### src/hdl/slg_params.svh
// Purpose: Register offsets, field positions, reset values and timing for the pulse/status input logger.
// Assumes: 40 MHz clock, APB byte addresses, one 32-bit word per register.
// Notes:   Inversion and time-on field positions of the two status channels step by two bits per channel; rise alarm bits by one.
`ifndef SLG_PARAMS_SVH
`define SLG_PARAMS_SVH
`define SLG_CLK_HZ     40000000
`define SLG_TICK_SEC   1
`define SLG_A_CTRL     8'h00
`define SLG_A_PERIOD   8'h04
`define SLG_A_THR      8'h08
`define SLG_A_STAT     8'h0C
`define SLG_A_NET      8'h10
`define SLG_A_LONG     8'h14
`define SLG_A_SHORT    8'h18
`define SLG_A_SDP      8'h1C
`define SLG_B_EN       0
`define SLG_B_COMB     1
`define SLG_B_PIT      2
`define SLG_B_STAT     4
`define SLG_B_TON      6
`define SLG_B_INV      7
`define SLG_B_RISE     10
`define SLG_RST_CTRL   32'h0000_0000
`define SLG_RST_PERIOD 16'h012C
`define SLG_RST_THR    32'h0000_0000
`endif

### src/hdl/slg_pkg.sv
// Purpose: Types shared by the pulse/status input logger.
// Assumes: Widths of the flow datapoint are fixed here.
// Notes:   State codes are one-hot.
package slg_pkg;
	typedef enum logic [3:0] {
		SLG_IDLE = 4'h1,
		SLG_RUN  = 4'h2,
		SLG_WAIT = 4'h4,
		SLG_FILL = 4'h8
	} slg_state_t;

	typedef enum logic [1:0] {
		SLG_PCOUNT = 2'h0,
		SLG_PEVENT = 2'h1,
		SLG_PMIN   = 2'h2,
		SLG_PMAX   = 2'h3
	} slg_pit_t;

	typedef struct packed {
		logic signed [15:0] net;
		logic [23:0]        long_iv;
		logic [23:0]        short_iv;
	} slg_flow_dp_t;
endpackage

### src/hdl/slg_pulse_timer.sv
// Purpose: Samples one input pin every clock, marks rising edges and times the gap between them.
// Assumes: Pin is synchronous to the clock.
// Notes:   The gap counter saturates, so very slow pulses report the ceiling value.
module slg_pulse_timer import slg_pkg::*; #(
	parameter int IVW = 24
) (
	input  wire logic           i_clk,
	input  wire logic           i_rstn,
	input  wire logic           i_pin,
	output logic                o_lvl,
	output logic                o_pulse,
	output logic [IVW-1:0]      o_iv
);
	logic           lvl_q;
	logic           pulse_q;
	logic [IVW-1:0] age_q;
	logic [IVW-1:0] iv_q;
	logic           edge_w;

	assign edge_w = i_pin & ~lvl_q;

	always_ff @(posedge i_clk) begin
		if (!i_rstn) begin
			lvl_q   <= 1'b0;
			pulse_q <= 1'b0;
		end else begin
			lvl_q   <= i_pin;
			pulse_q <= edge_w;
		end
	end

	always_ff @(posedge i_clk) begin
		if (!i_rstn) begin
			age_q <= '0;
			iv_q  <= '0;
		end else if (edge_w) begin
			age_q <= '0;
			iv_q  <= (age_q == '1) ? age_q : IVW'(age_q + 1'b1);
		end else if (age_q != '1) begin
			age_q <= IVW'(age_q + 1'b1);
		end
	end

	assign o_lvl   = lvl_q;
	assign o_pulse = pulse_q;
	assign o_iv    = iv_q;
endmodule

### src/hdl/slg_status_chan.sv
// Purpose: One status channel: level or time-on datapoint per log period, with inversion and alarm.
// Assumes: The tick is one cycle per second and the period end is one cycle long.
// Notes:   The alarm is judged on the logged value, after inversion.
module slg_status_chan import slg_pkg::*; (
	input  wire logic        i_clk,
	input  wire logic        i_rstn,
	input  wire logic        i_lvl,
	input  wire logic        i_inv,
	input  wire logic        i_ton,
	input  wire logic        i_rise,
	input  wire logic [15:0] i_thr,
	input  wire logic        i_tick,
	input  wire logic        i_pend,
	input  wire logic [15:0] i_period,
	output logic [15:0]      o_dp,
	output logic             o_alarm
);
	logic [15:0] cnt_q;
	logic [15:0] cnt_nx;
	logic [15:0] dp_q;
	logic [15:0] dpv;
	logic        alarm_q;
	logic        sel;
	logic        inc;

	assign sel    = i_lvl ^ i_inv;
	assign inc    = i_tick & sel & (cnt_q != 16'hFFFF);
	assign cnt_nx = 16'(cnt_q + {15'h0000, inc});

	always_comb begin
		if (i_ton) begin
			dpv = (cnt_nx > i_period) ? i_period : cnt_nx;
		end else begin
			dpv = {15'h0000, sel};
		end
	end

	always_ff @(posedge i_clk) begin
		if (!i_rstn) begin
			cnt_q <= 16'h0000;
		end else if (i_pend) begin
			cnt_q <= 16'h0000;
		end else begin
			cnt_q <= cnt_nx;
		end
	end

	always_ff @(posedge i_clk) begin
		if (!i_rstn) begin
			dp_q    <= 16'h0000;
			alarm_q <= 1'b0;
		end else if (i_pend) begin
			dp_q    <= dpv;
			alarm_q <= i_rise ? (dpv == 16'h0001) : (dpv > i_thr);
		end
	end

	assign o_dp    = dp_q;
	assign o_alarm = alarm_q;
endmodule

### src/hdl/slg_top.sv
// Purpose: Pulse and status input logger with APB registers.
// Assumes: Pins are synchronous to i_clk; APB master holds requests until pready.
// Notes:   One wait state on every APB access.
//
// How it works
// - Forward and reverse pulse trains combine into one net flow datapoint.
// - One global combine bit; off means forward and reverse pulse pins.
// - Pins sampled every clock; pulses counted and pulse gaps timed.
// - No pulse in a period outside count mode: wait for next pulse, then backfill skipped datapoints.
// - Periods with pulses log their count including every extra pulse; one ending at or during backfill logs a fill datapoint instead.
// - Backfilled datapoints carry equal minimum and maximum values.
// - Minimum flow comes from the longest pulse gap in the period.
// - Maximum flow comes from the shortest pulse gap in the period.
// - Each status pin has a normal and an inverted channel form.
// - Alarms judge the logged value after inversion.
// - Raw pin state is readable before any inversion.
// - Level recording logs 0 or 1, closed reads as 1.
// - Rising level alarm follows the logged level up and down.
// - Time-on recording counts seconds at level 1 per datapoint.
// - Time-on counter clears whenever a datapoint is made.
// - Inverted time-on counts seconds at level 0 instead.
// - Each connector pin is a flow pin or a status pin.
// - Sampled level is logged as read, or complemented when inverted.
// - Status triggers are judged at log period boundaries.
// - Time-on datapoint never exceeds the log period in seconds.
// - Level data stays within 0 to 1, so above-1 never fires.
//
// Our own choices: the APB interface to the registers and the register addresses.
`include "slg_params.svh"
module slg_top import slg_pkg::*; #(
	parameter int TICK_CYCLES = `SLG_CLK_HZ * `SLG_TICK_SEC,
	parameter int IVW         = 24
) (
	input  wire logic        i_clk,
	input  wire logic        i_rstn,
	input  wire logic        i_psel,
	input  wire logic        i_penable,
	input  wire logic        i_pwrite,
	input  wire logic [7:0]  i_paddr,
	input  wire logic [31:0] i_pwdata,
	output logic [31:0]      o_prdata,
	output logic             o_pready,
	output logic             o_pslverr,
	input  wire logic [1:0]  i_pin,
	output slg_flow_dp_t     o_flow_dp,
	output logic             o_flow_valid,
	output logic [1:0]       o_alarm
);

	localparam int TW = $clog2(TICK_CYCLES + 1);

	// ----------------------------------------------------------------
	// Register bus
	// ----------------------------------------------------------------
	logic [31:0] ctrl_q;
	logic [15:0] period_q;
	logic [31:0] thr_q;
	logic [31:0] prdata_q;
	logic        pready_q;
	logic        pslverr_q;
	logic [31:0] rd_d;
	logic        hit;
	logic        acc;
	logic        wr;

	logic        en;
	logic        comb;
	slg_pit_t    pit;
	logic [1:0]  is_stat;

	logic [1:0]     lvl;
	logic [1:0]     pls;
	logic [IVW-1:0] iv [2];
	logic [15:0]    sdp [2];

	slg_state_t   st_q;
	slg_flow_dp_t dp_q;
	logic         valid_q;

	assign acc = i_psel & i_penable & ~pready_q;
	assign wr  = i_psel & i_penable & pready_q & i_pwrite;

	assign en      = ctrl_q[`SLG_B_EN];
	assign comb    = ctrl_q[`SLG_B_COMB];
	assign pit     = slg_pit_t'(ctrl_q[`SLG_B_PIT +: 2]);
	assign is_stat = ctrl_q[`SLG_B_STAT +: 2];

	always_comb begin
		hit  = 1'b1;
		rd_d = 32'h0000_0000;
		unique case (i_paddr)
			`SLG_A_CTRL:   rd_d = ctrl_q;
			`SLG_A_PERIOD: rd_d = {16'h0000, period_q};
			`SLG_A_THR:    rd_d = thr_q;
			`SLG_A_STAT:   rd_d = {24'h0000_00, st_q, o_alarm, lvl};
			`SLG_A_NET:    rd_d = {{16{dp_q.net[15]}}, dp_q.net};
			`SLG_A_LONG:   rd_d = {8'h00, dp_q.long_iv};
			`SLG_A_SHORT:  rd_d = {8'h00, dp_q.short_iv};
			`SLG_A_SDP:    rd_d = {sdp[1], sdp[0]};
			default:       hit  = 1'b0;
		endcase
	end

	always_ff @(posedge i_clk) begin
		if (!i_rstn) begin
			pready_q  <= 1'b0;
			pslverr_q <= 1'b0;
			prdata_q  <= 32'h0000_0000;
		end else begin
			pready_q  <= acc;
			pslverr_q <= acc & ~hit;
			if (acc && !i_pwrite) begin
				prdata_q <= rd_d;
			end
		end
	end

	always_ff @(posedge i_clk) begin
		if (!i_rstn) begin
			ctrl_q   <= `SLG_RST_CTRL;
			period_q <= `SLG_RST_PERIOD;
			thr_q    <= `SLG_RST_THR;
		end else if (wr) begin
			if (i_paddr == `SLG_A_CTRL) begin
				ctrl_q <= i_pwdata;
			end
			if (i_paddr == `SLG_A_PERIOD) begin
				period_q <= i_pwdata[15:0];
			end
			if (i_paddr == `SLG_A_THR) begin
				thr_q <= i_pwdata;
			end
		end
	end

	assign o_prdata  = prdata_q;
	assign o_pready  = pready_q;
	assign o_pslverr = pslverr_q;

	// ----------------------------------------------------------------
	// Seconds tick and log period
	// ----------------------------------------------------------------
	logic [TW-1:0] tcnt_q;
	logic [15:0]   secs_q;
	logic          tick;
	logic          pend;

	assign tick = (tcnt_q == TW'(TICK_CYCLES - 1));
	// A period of zero is treated as one second so boundaries never stop.
	assign pend = tick & (32'(secs_q) + 32'd1 >= 32'(period_q));

	always_ff @(posedge i_clk) begin
		if (!i_rstn) begin
			tcnt_q <= '0;
		end else begin
			tcnt_q <= tick ? '0 : TW'(tcnt_q + 1'b1);
		end
	end

	always_ff @(posedge i_clk) begin
		if (!i_rstn) begin
			secs_q <= 16'h0000;
		end else if (pend) begin
			secs_q <= 16'h0000;
		end else if (tick) begin
			secs_q <= 16'(secs_q + 16'h0001);
		end
	end

	// ----------------------------------------------------------------
	// Pin sampling and status channels
	// ----------------------------------------------------------------
	logic [1:0] alarm;

	for (genvar g = 0; g < 2; g++) begin : g_pin
		slg_pulse_timer #(
			.IVW (IVW)
		) u_tmr (
			.i_clk   (i_clk),
			.i_rstn  (i_rstn),
			.i_pin   (i_pin[g]),
			.o_lvl   (lvl[g]),
			.o_pulse (pls[g]),
			.o_iv    (iv[g])
		);
		slg_status_chan u_stat (
			.i_clk    (i_clk),
			.i_rstn   (i_rstn),
			.i_lvl    (lvl[g]),
			.i_inv    (ctrl_q[`SLG_B_INV + 2*g]),
			.i_ton    (ctrl_q[`SLG_B_TON + 2*g]),
			.i_rise   (ctrl_q[`SLG_B_RISE + g]),
			.i_thr    (thr_q[16*g +: 16]),
			.i_tick   (tick),
			.i_pend   (pend & en & is_stat[g]),
			.i_period (period_q),
			.o_dp     (sdp[g]),
			.o_alarm  (alarm[g])
		);
	end

	assign o_alarm = alarm;

	// ----------------------------------------------------------------
	// Flow events
	// ----------------------------------------------------------------
	logic           fwd_ev;
	logic           rev_ev;
	logic           ev;
	logic [IVW-1:0] ev_iv;

	// In combined mode pin 1 is a direction level, high meaning reverse.
	always_comb begin
		if (comb) begin
			fwd_ev = en & ~is_stat[0] & pls[0] & ~(lvl[1] & ~is_stat[1]);
			rev_ev = en & ~is_stat[0] & pls[0] & lvl[1] & ~is_stat[1];
		end else begin
			fwd_ev = en & ~is_stat[0] & pls[0];
			rev_ev = en & ~is_stat[1] & pls[1];
		end
	end

	assign ev    = fwd_ev | rev_ev;
	assign ev_iv = (fwd_ev || comb) ? iv[0] : iv[1];

	// ----------------------------------------------------------------
	// Per-period accumulation
	// ----------------------------------------------------------------
	logic signed [15:0] cnt_q;
	logic signed [15:0] cnt_d;
	logic [15:0]        npul_q;
	logic [15:0]        npul_d;
	logic [IVW-1:0]     long_q;
	logic [IVW-1:0]     long_d;
	logic [IVW-1:0]     short_q;
	logic [IVW-1:0]     short_d;

	assign cnt_d   = 16'(cnt_q + {15'h0000, fwd_ev} - {15'h0000, rev_ev});
	assign npul_d  = (ev && npul_q != 16'hFFFF) ? 16'(npul_q + 16'h0001) : npul_q;
	assign long_d  = (ev && ev_iv > long_q) ? ev_iv : long_q;
	assign short_d = (ev && ev_iv < short_q) ? ev_iv : short_q;

	always_ff @(posedge i_clk) begin
		if (!i_rstn || pend) begin
			cnt_q   <= 16'h0000;
			npul_q  <= 16'h0000;
			long_q  <= '0;
			short_q <= '1;
		end else begin
			cnt_q   <= cnt_d;
			npul_q  <= npul_d;
			long_q  <= long_d;
			short_q <= short_d;
		end
	end

	// ----------------------------------------------------------------
	// Datapoint sequencer with backfill
	// ----------------------------------------------------------------
	logic [15:0]    skip_q;
	logic [15:0]    skip_fill;
	logic [IVW-1:0] gap_q;

	// A boundary that falls during backfill adds one more datapoint to fill,
	// trading that period's own count for an unbroken datapoint series.
	assign skip_fill = 16'(skip_q - 16'h0001 + {15'h0000, pend});

	always_ff @(posedge i_clk) begin
		if (!i_rstn) begin
			st_q    <= SLG_IDLE;
			skip_q  <= 16'h0000;
			gap_q   <= '0;
			dp_q    <= '0;
			valid_q <= 1'b0;
		end else begin
			valid_q <= 1'b0;
			unique case (st_q)
				SLG_IDLE: begin
					if (en) begin
						st_q <= SLG_RUN;
					end
				end
				SLG_RUN: begin
					if (!en) begin
						st_q <= SLG_IDLE;
					end else if (pend) begin
						if (pit != SLG_PCOUNT && npul_d == 16'h0000) begin
							st_q   <= SLG_WAIT;
							skip_q <= 16'h0001;
						end else begin
							dp_q    <= '{net: cnt_d, long_iv: long_d, short_iv: short_d};
							valid_q <= 1'b1;
						end
					end
				end
				SLG_WAIT: begin
					if (!en) begin
						st_q <= SLG_IDLE;
					end else if (ev) begin
						gap_q  <= ev_iv;
						st_q   <= SLG_FILL;
						skip_q <= 16'(skip_q + {15'h0000, pend});
					end else if (pend) begin
						skip_q <= 16'(skip_q + 16'h0001);
					end
				end
				SLG_FILL: begin
					dp_q    <= '{net: 16'h0000, long_iv: gap_q, short_iv: gap_q};
					valid_q <= 1'b1;
					skip_q  <= skip_fill;
					if (skip_fill == 16'h0000) begin
						st_q <= SLG_RUN;
					end
				end
			endcase
		end
	end

	assign o_flow_dp    = dp_q;
	assign o_flow_valid = valid_q;
endmodule

### config.mk
export PLATFORM = sky130hd
export DESIGN_NAME = slg_top
export DESIGN_NICKNAME = d
export VERILOG_FILES = /design/src/hdl/slg_pkg.sv /design/src/hdl/slg_pulse_timer.sv /design/src/hdl/slg_status_chan.sv /design/src/hdl/slg_top.sv
export VERILOG_INCLUDE_DIRS = /design/src /design/src/hdl
export SDC_FILE = /design/constraint.sdc
export NUM_CORES = 1
export LEC_CHECK = 0
export BUFFER_PORTS_ARGS = -buffer_cell sky130_fd_sc_hd__buf_2
export CORE_MARGIN = 2
export CORE_UTILIZATION = 50
export CTS_BUF_LIST = sky130_fd_sc_hd__clkbuf_16
export DETAILED_ROUTE_END_ITERATION = 16
export GPL_ROUTABILITY_DRIVEN = 0
export GPL_TIMING_DRIVEN = 0
export PLACE_DENSITY = 0.76
export SLEW_MARGIN = 20
export SYNTH_ARGS = -nofsm -noshare
export SYNTH_HDL_FRONTEND = slang
export SYNTH_SLANG_ARGS = --single-unit
### constraint.sdc
create_clock -name i_clk -period 15.2 [get_ports i_clk]
set_input_delay 2.28 -clock i_clk [delete_from_list [all_inputs] [get_ports i_clk]]
set_output_delay 2.28 -clock i_clk [all_outputs]
set_load 0.02 [all_outputs]
==> flow_summary.toml <==
[status]
outcome = "completed"

[cts]
clk_pin_slew_ps = 60
clock_sinks = 511
cts_max_level = 2
tritoncts = "yes"
clockBufferDepth = 3
cts_setup_buffers = 0
cts_hold_buf = 0
post_cts_resized = 0
insertion_delay_ps = 640
cts-root-buf = "clkbuf_16"
cts_made_buffers = 53

[finish]
antenna_cells = 0
num-nets-final = 3528
synthToLayoutAreaGrowth_pct = 13.2
regArea_um2 = 10200
drive_gt1_frac = 0.0969
multi_input_area_um2 = 14200
fill_cells = 4688
utilization = 0.570

[timing]
worstMarginPinSlew_ps = 1050
final-hold-violation-count = 0
fin_setup_tns_ps = 0
fin_crit_sh = 0.556
slew-limit-headroom = 0.294
rsz0062_at_grt = "false"
min_period_ps = 8460
clock_skew_ps = 35.3
fmax_mhz = 118
slew_violations = 0
finalSetupViolations = 0
worst_slack_ps = 6740

[synth]
synth_compound_area_frac = 0.162
ys_ff_latch = 511
synthMuxAreaShare = 0.0476
synthAdderAreaFrac = 0.0767
synth.distinct_cells = 78
synth_edf_count = 0
syn-num-nets = 3326
avgSynthCellArea_um2 = 8.24
synthTopCellsByArea = "dfxtp_1 (40%), ha_1 (7.6%), nand2_1 (6.2%)"
netlist_instances = 3122
syn_area_um2 = 25700
yosys.area.top_type_share = 0.398
synth-async-reset-ratio = 0
ys_warn_count = 0
synth_top_family_by_area = "simple AND/OR/NAND/NOR gates"
yosys.area_share.simple = 0.209
synth_xor_xnor_area_share = 0.0555
synth_sequential_area_ratio = 0.398
synth_flop_cell = "dfxtp_1"
synth_top_area_cell = "dfxtp_1"

[power_and_ir_drop]
power_mw = 2.87
p_leak_nw = 12.2
pwr_density_cell_nw_per_um2 = 98.8
vdd_drop_max_mv = 0.0809

[placed_design]
place_ws_ps = 7110
port_buffers = 145
dp_hpwl_mm = 62.5

[routing]
viasPerCell = 5.92
vias = 23900
firstDrtPassIters = 9
first_iter_violations = 2768
wirelength_mm = 83.0
post-route-drc-count = 0
ant_nets = 0
wl_per_cell_um = 20.5

[setup_path]
crit_type = "flip-flop to flip-flop"
cp-start-kind = "flip-flop"
crit_path_end_kind = "flip-flop"
critical_path.max_fanout = 10
worst_ep_arrival_time_ps = 8970
required_ps = 15710
max_stage_delay_ps = 670
worst_path_most_repeated_cell = "ha_1"
crit_path_top_delay_cell = "or4_1"

[die]
die_h_um = 231
initial_utilization = 0.503
rows = 83
dieWidth_um = 231
fp.coreArea_um2 = 51100
io_pins = 148
die_area_um2 = 53300

[grt]
overflow = 0
grt_max_degree = 15
grt-busiest-layer = "met2"
met1_usage = 0.372
first_global_vias = 22500
grt.total_usage = 0.305
use_met3 = 0.0797
antenna_found_initial = 5
grt_use_met2 = 0.474
grt_pass1_wl_mm = 126

[min_path]
hold_class = "flip-flop to flip-flop"

[flow_run]
maxCapViolCount = 0
[worst max-delay path: cells and delay by family (launching register included)]
kind	cells	cell delay [ps]
xor+xnor	1	360
simple gates	12	3060
buf+inv	4	1510
compound gates	11	1970
flops	1	380
fa+ha+maj	5	1050
[area by class of cell]
class	instances	share of cell area
plain buffers	175	0.0242
clock buffers	54	0.0464
flip-flops and latches	511	0.352
inverters	163	0.0210
multi-input cells	2273	0.488
repair buffers	147	0.0255
clock inverters	43	0.0141
well taps	680	0.0292
[final timing paths]
check | start | to | slack, ps | cells past startpoint
min | g_pin[1].u_tmr.o_iv[22] | g_pin[1].u_tmr.o_iv[22] | 440 | 2
max | tcnt_q[0] | g_pin[0].u_stat.o_alarm | 6740 | 33
max reg2reg | tcnt_q[0] | g_pin[0].u_stat.o_alarm | 6740 | 33
min reg2reg | g_pin[1].u_tmr.o_iv[22] | g_pin[1].u_tmr.o_iv[22] | 440 | 2
[kinds of logic after synthesis]
family / count (synthesis)
simple gates: 1187
compound gates: 649
flops: 511
buf+inv: 338
xor+xnor: 163
fa+ha+maj: 157
mux: 117
[where the power goes]
| group | switching, mW | internal (mW) | total [mW] |
|---|---|---|---|
| combinational | 0.112 | 0.0585 | 0.171 |
| clock | 0.574 | 0.765 | 1.34 |
| sequential | 0.0107 | 1.35 | 1.36 |
| total | 0.697 | 2.18 | 2.87 |
[metrics by stage]
step           std cells  area, µm²  hold WS [ps]
5_1_grt             4046      29100           471
3_3_place_gp        3947      27300           428
2_1_floorplan       3122      25700           420
4_1_cts             4046      29100           451
3_5_place_dp        3949      27300           436
6_report            4046      29100           444
[cell usage after synthesis, drive strengths merged, types with 9 or more instances]
cell,n
a211oi,64
a21o,26
a21oi,206
a221oi,14
a222oi,24
a22o,14
a22oi,20
a31oi,27
and2,13
and3,51
and4,9
buf,23
clkbuf,152
dfxtp,511
ha,156
inv,163
mux2,43
mux2i,74
nand2,423
nand2b,13
nand3,92
nand4,53
nor2,384
nor2b,22
nor3,55
nor4,21
o211a,20
o211ai,10
o21ai,163
or2,9
or3,14
xnor2,80
xor2,83
[layer usage]
layer  part of all wire  routed length [µm]
met1               0.39               32300
met5            0.00037                  31
met2               0.43               35800
met4              0.074                6160
met3               0.10                8660
[state kept, by name (all words and copies together), names as in the netlist]
signal	flops
o_prdata	32
st_q	4
skip_q	16
o_flow_valid	1
secs_q	16
gap_q	24
thr_q	32
npul_q	16
o_pready	1
short_q	24
g_pin.u_tmr.o_iv	48
tcnt_q	26
long_q	24
o_pslverr	1
g_pin.u_tmr.o_lvl	2
period_q	16
g_pin.u_tmr.o_pulse	2
g_pin.u_stat.cnt_q	32
ctrl_q	32
g_pin.u_tmr.age_q	48
o_flow_dp	64
g_pin.u_stat.o_alarm	2
g_pin.u_stat.o_dp	32
cnt_q	16
[placed cells by master (no fill, tap or decap), drive strengths merged, types with 10 or more instances in the layout]
| cell | n |
|---|---|
| clkbuf | 206 |
| nand2b | 13 |
| a211oi | 64 |
| a22o | 14 |
| xor2 | 83 |
| nor2b | 22 |
| o211a | 20 |
| buf | 170 |
| mux2i | 74 |
| inv | 167 |
| a221oi | 14 |
| nor4 | 21 |
| nor2 | 384 |
| a22oi | 20 |
| or3 | 14 |
| a222oi | 24 |
| mux2 | 43 |
| nand3 | 92 |
| nand4 | 53 |
| clkinv | 26 |
| and2 | 13 |
| a21o | 26 |
| nand2 | 423 |
| o211ai | 10 |
| o21ai | 163 |
| a21oi | 206 |
| and3 | 51 |
| ha | 156 |
| a31oi | 27 |
| nor3 | 55 |
| xnor2 | 80 |
| dfxtp | 511 |
Note: power is estimated with default switching activity, not from simulation.
